**src/design/pcs_pkg.sv**
```systemverilog
// package for the transceiver control/status register bank
// assumes a single management clock domain and a synchronous reset
package pcs_pkg;

    // ------------------------------------------------------------
    // register indexes on the management interface
    // ------------------------------------------------------------
    localparam logic [4:0] BASIC_CONTROL_IDX = 5'h00;
    localparam logic [4:0] BASIC_STATUS_IDX = 5'h01;

    // ------------------------------------------------------------
    // basic_control field positions and reset values
    // ------------------------------------------------------------
    localparam int CTL_ANEG_EN_BIT = 12;
    localparam int CTL_RENEG_BIT = 9;
    localparam int CTL_DUPLEX_BIT = 8;
    localparam int CTL_COLTEST_BIT = 7;
    localparam logic CTL_ANEG_EN_RST = 1'b1;
    localparam logic CTL_RENEG_RST = 1'b0;
    localparam logic CTL_DUPLEX_RST = 1'b0;
    localparam logic CTL_COLTEST_RST = 1'b0;

    // ------------------------------------------------------------
    // basic_status field positions, fixed values and reset values
    // ------------------------------------------------------------
    localparam int STS_ABILITY_LSB = 11;
    localparam logic [4:0] STS_ABILITY_VAL = 5'h0F; // four-pair 0, the other four 1
    localparam int STS_PRE_SUPP_BIT = 6;
    localparam int STS_NEG_DONE_BIT = 5;
    localparam int STS_REM_FAULT_BIT = 4;
    localparam logic STS_NEG_DONE_RST = 1'b0;
    localparam logic STS_REM_FAULT_RST = 1'b0;
    localparam logic STS_PRE_SUPP_RST = 1'b1;

    // ------------------------------------------------------------
    // collision test timing
    // ------------------------------------------------------------
    localparam int CLK_PERIOD_PS = 8000;
    localparam int BIT_TIME_PS = 10000; // one bit time at 100 Mb/s
    localparam int COL_ON_MAX_BT = 512;
    localparam int COL_OFF_MAX_BT = 4;
    // longest times round down to whole cycles
    localparam int COL_ON_MAX_CYC = (COL_ON_MAX_BT * BIT_TIME_PS) / CLK_PERIOD_PS;
    localparam int COL_OFF_MAX_CYC = (COL_OFF_MAX_BT * BIT_TIME_PS) / CLK_PERIOD_PS;

    // ------------------------------------------------------------
    // management register access, one cycle strobes
    // ------------------------------------------------------------
    typedef struct packed {
        logic wr;
        logic rd;
        logic [4:0] addr;
        logic [15:0] wdata;
    } pcs_req_s;

endpackage

```
**src/design/pcs_ctl_regs.sv**
```systemverilog
// control and status register bank of a 10/100 transceiver
// assumes the management frame engine hands over one-cycle read/write strobes on clk_in,
// negotiation and mode-control inputs come from logic on clk_in, tx_en_in is a raw pin
//
// Function
// writing 1 restarts negotiation; bit self-clears once restart is acknowledged
// duplex choice 1 full, 0 half; ignored while negotiation is enabled
// collision test: COL follows TX_EN assertion within 512 bit times
// collision test: COL drops within 4 bit times after TX_EN drops
// status register is read-only; writes change nothing
// four-pair ability reads 0; bits 14 to 11 always read 1
// status bit 6 mirrors mode control bit 1, default 1
// controller sends 32 preamble bits before first transaction after reset
// controller leaves one idle bit between transactions
// status bit 5 shows negotiation complete, resets to 0
// status bit 4 set when partner ability remote-fault bit is 1
// remote fault bit latches high until status register is read
// control bit 12 enables negotiation, default 1
// reserved control bits 6..0 and status bits 10..7 read 0
`timescale 1ns/100ps
module pcs_ctl_regs (
    input wire logic clk_in,
    input wire logic srst_in,
    input wire pcs_pkg::pcs_req_s req_in,
    input wire logic neg_done_in,
    input wire logic partner_fault_in,
    input wire logic mode_pre_supp_in,
    input wire logic restart_ack_in,
    input wire logic negotiated_full_in,
    input wire logic tx_en_in,
    output logic [15:0] rdata_out,
    output logic rvalid_out,
    output logic renegotiate_out,
    output logic aneg_enable_out,
    output logic full_duplex_out,
    output logic col_out
);

    // ------------------------------------------------------------
    // decode
    // ------------------------------------------------------------
    // frame engine sequencing (preamble, idle bits) is upstream of this bank  R8 R9
    wire ctl_hit = (req_in.addr == pcs_pkg::BASIC_CONTROL_IDX);
    wire sts_hit = (req_in.addr == pcs_pkg::BASIC_STATUS_IDX);
    wire ctl_wr = req_in.wr & ctl_hit;
    wire sts_rd = req_in.rd & sts_hit;
    wire reneg_set = ctl_wr & req_in.wdata[pcs_pkg::CTL_RENEG_BIT];

    logic renegotiate_request_r;
    logic aneg_enable_r;
    logic duplex_choice_r;
    logic collision_test_enable_r;
    logic negotiation_done_r;
    logic remote_fault_flag_r;
    logic preamble_suppression_ok_r;
    logic tx_en_meta_r;
    logic tx_en_sync_r;

    // ------------------------------------------------------------
    // control register
    // ------------------------------------------------------------
    // writes to any other index, status included, fall through untouched  R5
    always_ff @(posedge clk_in) begin
        if (srst_in) begin
            aneg_enable_r <= pcs_pkg::CTL_ANEG_EN_RST;
            duplex_choice_r <= pcs_pkg::CTL_DUPLEX_RST;
            collision_test_enable_r <= pcs_pkg::CTL_COLTEST_RST;
        end else if (ctl_wr) begin
            aneg_enable_r <= req_in.wdata[pcs_pkg::CTL_ANEG_EN_BIT];
            duplex_choice_r <= req_in.wdata[pcs_pkg::CTL_DUPLEX_BIT];
            collision_test_enable_r <= req_in.wdata[pcs_pkg::CTL_COLTEST_BIT];
        end
    end

    // restart request holds until the negotiation engine takes it; a new write wins over the ack
    always_ff @(posedge clk_in) begin
        if (srst_in) begin
            renegotiate_request_r <= pcs_pkg::CTL_RENEG_RST;
        end else if (reneg_set) begin
            renegotiate_request_r <= 1'b1;
        end else if (restart_ack_in) begin
            renegotiate_request_r <= 1'b0;
        end
    end

    // ------------------------------------------------------------
    // status capture
    // ------------------------------------------------------------
    // fault set wins over the clear-on-read so an event in the read cycle is not lost
    wire fault_nxt = partner_fault_in | (remote_fault_flag_r & ~sts_rd);

    always_ff @(posedge clk_in) begin
        if (srst_in) begin
            negotiation_done_r <= pcs_pkg::STS_NEG_DONE_RST;
            remote_fault_flag_r <= pcs_pkg::STS_REM_FAULT_RST;
            preamble_suppression_ok_r <= pcs_pkg::STS_PRE_SUPP_RST;
        end else begin
            negotiation_done_r <= neg_done_in;
            remote_fault_flag_r <= fault_nxt;
            preamble_suppression_ok_r <= mode_pre_supp_in;
        end
    end

    // ------------------------------------------------------------
    // read data
    // ------------------------------------------------------------
    // unlisted control bits belong to other logic and read 0 here
    wire [15:0] ctl_word = {3'h0, aneg_enable_r, 2'h0, renegotiate_request_r, duplex_choice_r,
                            collision_test_enable_r, 7'h00};
    wire [15:0] sts_word = {pcs_pkg::STS_ABILITY_VAL, 4'h0, preamble_suppression_ok_r,
                            negotiation_done_r, remote_fault_flag_r, 4'h0};
    wire [15:0] rd_mux = ctl_hit ? ctl_word : (sts_hit ? sts_word : 16'h0000);

    always_ff @(posedge clk_in) begin
        if (srst_in) begin
            rdata_out <= 16'h0000;
            rvalid_out <= 1'b0;
        end else begin
            rdata_out <= req_in.rd ? rd_mux : rdata_out;
            rvalid_out <= req_in.rd;
        end
    end

    // ------------------------------------------------------------
    // outputs to the datapath
    // ------------------------------------------------------------
    // manual duplex is only a fallback; the negotiated result rules while negotiation is on
    wire duplex_sel = aneg_enable_r ? negotiated_full_in : duplex_choice_r;

    always_ff @(posedge clk_in) begin
        if (srst_in) begin
            renegotiate_out <= 1'b0;
            aneg_enable_out <= pcs_pkg::CTL_ANEG_EN_RST;
            full_duplex_out <= 1'b0;
        end else begin
            renegotiate_out <= renegotiate_request_r;
            aneg_enable_out <= aneg_enable_r;
            full_duplex_out <= duplex_sel;
        end
    end

    // ------------------------------------------------------------
    // collision test
    // ------------------------------------------------------------
    // tx_en is a pin; three cycles of latency (24 ns) sit far inside the 512 bit-time limit and inside the 4 bit-time one
    always_ff @(posedge clk_in) begin
        if (srst_in) begin
            tx_en_meta_r <= 1'b0;
            tx_en_sync_r <= 1'b0;
            col_out <= 1'b0;
        end else begin
            tx_en_meta_r <= tx_en_in;
            tx_en_sync_r <= tx_en_meta_r;
            col_out <= collision_test_enable_r & tx_en_sync_r;
        end
    end

    // ------------------------------------------------------------
    // assertions
    // ------------------------------------------------------------
    localparam int col_on_max = pcs_pkg::COL_ON_MAX_CYC;
    localparam int col_off_max = pcs_pkg::COL_OFF_MAX_CYC;
endmodule // pcs_ctl_regs

```
**config.mk**
```make
export PLATFORM = sky130hd
export DESIGN_NAME = pcs_ctl_regs
export DESIGN_NICKNAME = d
export VERILOG_FILES = /design/src/design/pcs_pkg.sv /design/src/design/pcs_ctl_regs.sv
export SDC_FILE = /design/constraint.sdc
export NUM_CORES = 1
export LEC_CHECK = 0
export ABC_CLOCK_PERIOD_IN_PS = 3100
export BUFFER_PORTS_ARGS = -buffer_cell sky130_fd_sc_hd__buf_2
export CAP_MARGIN = 20
export CORE_MARGIN = 4
export CORE_UTILIZATION = 44
export CTS_CLUSTER_SIZE = 8
export DETAILED_ROUTE_END_ITERATION = 8
export PLACE_DENSITY = 0.82
export SYNTH_ARGS = -nofsm -noshare
export SYNTH_HDL_FRONTEND = slang
export SYNTH_SLANG_ARGS = --single-unit
```
**constraint.sdc**
```tcl
create_clock -name clk_in -period 3.1 [get_ports clk_in]
set_clock_uncertainty 0.2 [all_clocks]
set_input_delay 0.155 -clock clk_in [delete_from_list [all_inputs] [get_ports clk_in]]
set_output_delay 0.155 -clock clk_in [all_outputs]
set_load 0.005 [all_outputs]
```
* Word level (Yosys, flattened, before mapping)
Index checks and enable logic that the tools add are counted.
** Word-level totals
- Register bits after elaboration :: 30
- Word-level logic and storage cells :: 30
- Output and inout port bits :: 21
- Bits of input ports :: 31
** Cells by class
- Equal/unequal tests :: 1
- Mux-type cells :: 5
- Reductions and logical operators :: 2
- Bitwise gates (word level) :: 7
** Operator list (count)
- 2-to-1 mux 15 bit :: 2
- bitwise AND 1 bit :: 5
- == test 5 x 1 -> 1 bit, second input constant :: 1
- zero test 5 bit :: 1
- 2-to-1 mux 1 bit :: 3
- nonzero test 2 bit :: 1
- NOT 1 bit :: 1
- OR 1 bit :: 1

* Logic depth before layout (Yosys ltp)
- Word-level depth :: 5
- Gate-level depth with buffers :: 4
- Depth with buffers taken out :: 3

* Least setup slack after synthesis
No wires, ideal clock.
- Path type :: input port to flip-flop
- From :: in req_in[17] (netlist name)
- To :: reg aneg_enable_r
- Path buffers :: 1
- Stages on the path :: 4
- Arrival :: 1.037 ns
- Setup time :: 0.072 ns
- Required time :: 2.828 ns
- Path slack :: 1.791 ns
- Cell sequence :: nor4_4 and3b_1 buf_6 mux2i_1
** On the way
- Word-level cells in the longest chain between the ends :: 2
** Ends and longest elaborated chain
- start: declaration :: line pcs_ctl_regs.sv:24 : input wire pcs_pkg::pcs_req_s req_in,
- zero test 5 bit :: line pcs_ctl_regs.sv:43 : wire ctl_hit = (req_in.addr == pcs_pkg::BASIC_CONTROL_IDX);
- bitwise AND 1 bit :: line pcs_ctl_regs.sv:45 : wire ctl_wr = req_in.wr & ctl_hit;
- end signal: assignment :: line pcs_ctl_regs.sv:65 : aneg_enable_r <= pcs_pkg::CTL_ANEG_EN_RST;
- end signal: assignment :: line pcs_ctl_regs.sv:69 : aneg_enable_r <= req_in.wdata[pcs_pkg::CTL_ANEG_EN_BIT];
- end: declaration :: line pcs_ctl_regs.sv:50 : logic aneg_enable_r;
Every way passes these cells.
A chain may end at the register's enable or synchronous reset.

* Worst setup path in the final report
- From :: in req_in[17] (netlist name)
- To :: reg renegotiate_request_r
** On the way
- Word-level cells in the longest chain between the ends :: 4
- Elaborated cells on any way between the ends :: 5
** Ends and longest elaborated chain
- zero test 5 bit * :: line pcs_ctl_regs.sv:43
- bitwise AND 1 bit * :: line pcs_ctl_regs.sv:45
- bitwise AND 1 bit * :: line pcs_ctl_regs.sv:47 : wire reneg_set = ctl_wr & req_in.wdata[pcs_pkg::CTL_RENEG_BIT];
- 2-to-1 mux 1 bit / nonzero test 2 bit (equally long branches)
- end signal: assignment :: line pcs_ctl_regs.sv:78 : renegotiate_request_r <= pcs_pkg::CTL_RENEG_RST;
- end: declaration :: line pcs_ctl_regs.sv:49 : logic renegotiate_request_r;
Every way passes the cells marked *; elsewhere a longest branch is shown, timed or not.

==> summary.md <==
| Metric | Value |
|---|---|
| Routed Antenna Nets | `0` |
| Final hold vios | `0` |
| Worst-path clk slew | `0.12 ns` |
| Critical path's most frequent cell | `dlygate4sd3_1` |
| GP Congestion | `between 0.7 and 0.8` |
| Post-DR wirelength/cell | `12.4 µm` |
| Setup ws final | `0.842 ns` |
| Skew-Pair Late Insertion Delay | `approximately 0.3 ns` |
| Share of cells above drive strength 1 | `between 30% and 40%` |
| Final nets | `about 160` |
| HP Class | `in2reg` |
| Critical Path Max Stage Delay | `0.54 ns` |
| Pre-antenna DRT Iters | `4` |
| Most frequent cell after synthesis | `dfxtp_1` |
| Root buf cell | `clkbuf_4` |
| EDFF count, synth | `0` |
| Synth Area per Inst | `10.1 µm²` |
| Initial antenna violation count | `1` |
| Post-synth top cells | `22 x dfxtp_1, 8 x buf_4, 7 x a21oi_1, 7 x nand2b_1, 6 x nor2b_1` |
| Initial core utilization | `48.0%` |
| Final setup violation count | `0` |
| Top Usage Layer GRT | `met2` |
| Area of the multi-input gates | `337 µm²` |
| Area contributors post-synth | `dfxtp_1 51%, buf_4 7.0%, nand2b_1 5.1%` |
| Syn Inst Count | `85` |
| CTS Buf Count | `3` |
| Die area | `0.00271 mm²` |
| Max-cap violations | `0` |
| Primary FF master, synth | `dfxtp_1` |
| Die Height | `52.1 µm` |
| Fmax | `443 MHz` |
| Number of setup buffers added after CTS | `0` |
| Setup TNS | `0 ns` |
| PwrDens | `462 mW/mm²` |
| Mapped Area | `between 800 and 900 µm²` |
| Routed wire length | `1930 µm` |
| Pins Over Slew Limit | `0` |
| Unique masters post-synth | `24` |
| Max VDD drop | `0.320 mV` |
| Synth warnings | `0` |
| Period utilization | `roughly 73%` |
| H-Tree Depth | `1` |
| Num ports | `52` |
| Area growth syn-to-layout | `40.2%` |
| Met2 Resource Use GR | `24.7%` |
| CP max stage cell | `dlygate4sd3_1` |
| Synth area leader | `dfxtp_1` |
| Post-layout minimum cycle time | `2.26 ns` |
| Die Width | `52.1 µm` |
| Total track usage | `16.0%` |
| Avg Vias per Cell | `~4.8` |
| Worst setup EP type | `flip-flop` |
| Core box area | `0.00178 mm²` |
| Vias in the first global route | `696` |
| Max FO, Critical Path | `6` |
| Site row count | `15` |
| CTS tree | `built` |
| Synth top area share | `51.5%` |
| Total grt overflow | `0` |
| Critical Path AT | `2.32 ns` |
| Critical Path, Cell by Cell | `dlygate4sd3_1 > buf_2 > nor4_4 > and3b_1 > a32o_2 > dlygate4sd3_1` |
| Via count | `749` |
| WHS | `0.0122 ns` |
| Static leakage | `0.560 nW` |
| 1st-iter DRT viols | `5` |
| Worst Setup Path Type | `in2reg` |
| GR Util met1 | `17.9%` |
| Reg area | `440 µm²` |
| Register area share after synthesis | `between 50% and 60%` |
| Status | `completed` |
| Clock buffer depth | `2` |
| Largest net degree at the start of global routing | `20` |
| First-pass GRT wire length | `3080 µm` |
| Dpl cell area | `985 µm²` |
| IO buf count | `33` |
| Crit path launch type | `input port` |
| RSZ-0062 raised after global routing | `no` |
| Dpl ws | `1.48 ns` |
| Detailed Place HPWL | `1220 µm` |
| Buf+Inv Stages, Crit Path | `3` |
| DRC viols | `0` |
| Design area | `0.00120 mm²` |
| GRT met3 Usage | `2.87%` |
| Required @ worst endpoint | `between 3 and 4 ns` |
| FFs w/ async S/R, synth | `0%` |
| Post-synthesis register bit count | `22` |
| FILL cells | `147` |
| Num Clock Sinks | `22` |
| Worst path top cell family by delay | `buffers and inverters` |
## kinds of logic (layout without fill, tap and decap cells)
group	count (synthesis)	in the layout	synth area share [%]
muxes	4	4	4.68
and+or+nand+nor	31	31	23.5
buffers and inverters	16	56	11.4
DFF	22	22	51.5
other	1	7	0.438
AOI/OAI and AO/OA	11	11	8.48
## layer usage
| layer | wire length [µm] | vias up |
|---|---|---|
| met1 | 731 | 335 |
| met2 | 930 | 42 |
| li1 | - | 363 |
| met3 | 174 | 9 |
| met5 | 0 | - |
| met4 | 97 | 0 |
## timing repair
| item | 4_1_cts | 5_1_grt |
|---|---|---|
| hold endpoints to repair | 14 | 0 |
| gates resized for setup | 0 | 0 |
| hold buffers | 16 | 0 |
## worst paths after layout
path	endpoint	from	cells after the start	slack, ns
worst max register to register	renegotiate_request_r	renegotiate_request_r	3	1.56
worst min register to register	tx_en_sync_r	tx_en_meta_r	1	0.26
worst max-delay path	renegotiate_request_r	req_in[17]	6	0.84
worst min-delay path	tx_en_meta_r	srst_in	2	0.01
## flip-flops by register name, summed over array words and instances, names as in the netlist
| register | count |
|---|---|
| aneg_enable_out | 1 |
| aneg_enable_r | 1 |
| col_out | 1 |
| collision_test_enable_r | 1 |
| duplex_choice_r | 1 |
| full_duplex_out | 1 |
| negotiation_done_r | 1 |
| preamble_suppression_ok_r | 1 |
| rdata_out | 8 |
| remote_fault_flag_r | 1 |
| renegotiate_out | 1 |
| renegotiate_request_r | 1 |
| rvalid_out | 1 |
| tx_en_meta_r | 1 |
| tx_en_sync_r | 1 |
## final cells by class
class                   count  share of cell area, %
diodes                      1                  0.209
well taps                  25                   2.61
flip-flops and latches     22                   36.7
inverters                   3                  0.938
clock inverters             1                   2.50
clock buffers               3                   1.88
multi-input cells          52                   28.1
repair buffers             49                   27.1
## where the power goes
group          switching, W  internal (W)   total, W
clock network     0.0000839      0.000131   0.000215
registers        0.00000157      0.000289   0.000290
logic             0.0000217     0.0000278  0.0000495
total              0.000107      0.000447   0.000554
## worst reg2reg max path, cell delays in order (launching register included)
cell and delay (ns):
dfxtp_1 0.33, nor2b_1 0.14, a32o_2 0.22, dlygate4sd3_1 0.55
## cells in the final DEF (no fill, tap or decap), types with 4 or more instances in the layout
master,count
a21oi_1,7
buf_2,33
conb_1,6
dfxtp_1,22
dlygate4sd3_1,16
mux2i_1,4
nand2_1,4
nand2b_1,7
nor2b_1,6
## stage by stage
| step | std cells | utilization [%] | power, W |
|---|---|---|---|
| after floorplan | 90 | - | 0.000322 |
| after global placement | 135 | 55.2 | 0.000332 |
| after detailed placement | 135 | 55.2 | 0.000333 |
| after CTS | 155 | 67.2 | 0.000558 |
| after global routing | 156 | 67.3 | 0.000580 |
| final | 156 | 67.3 | 0.000554 |
(Power assumes the default switching activity.)
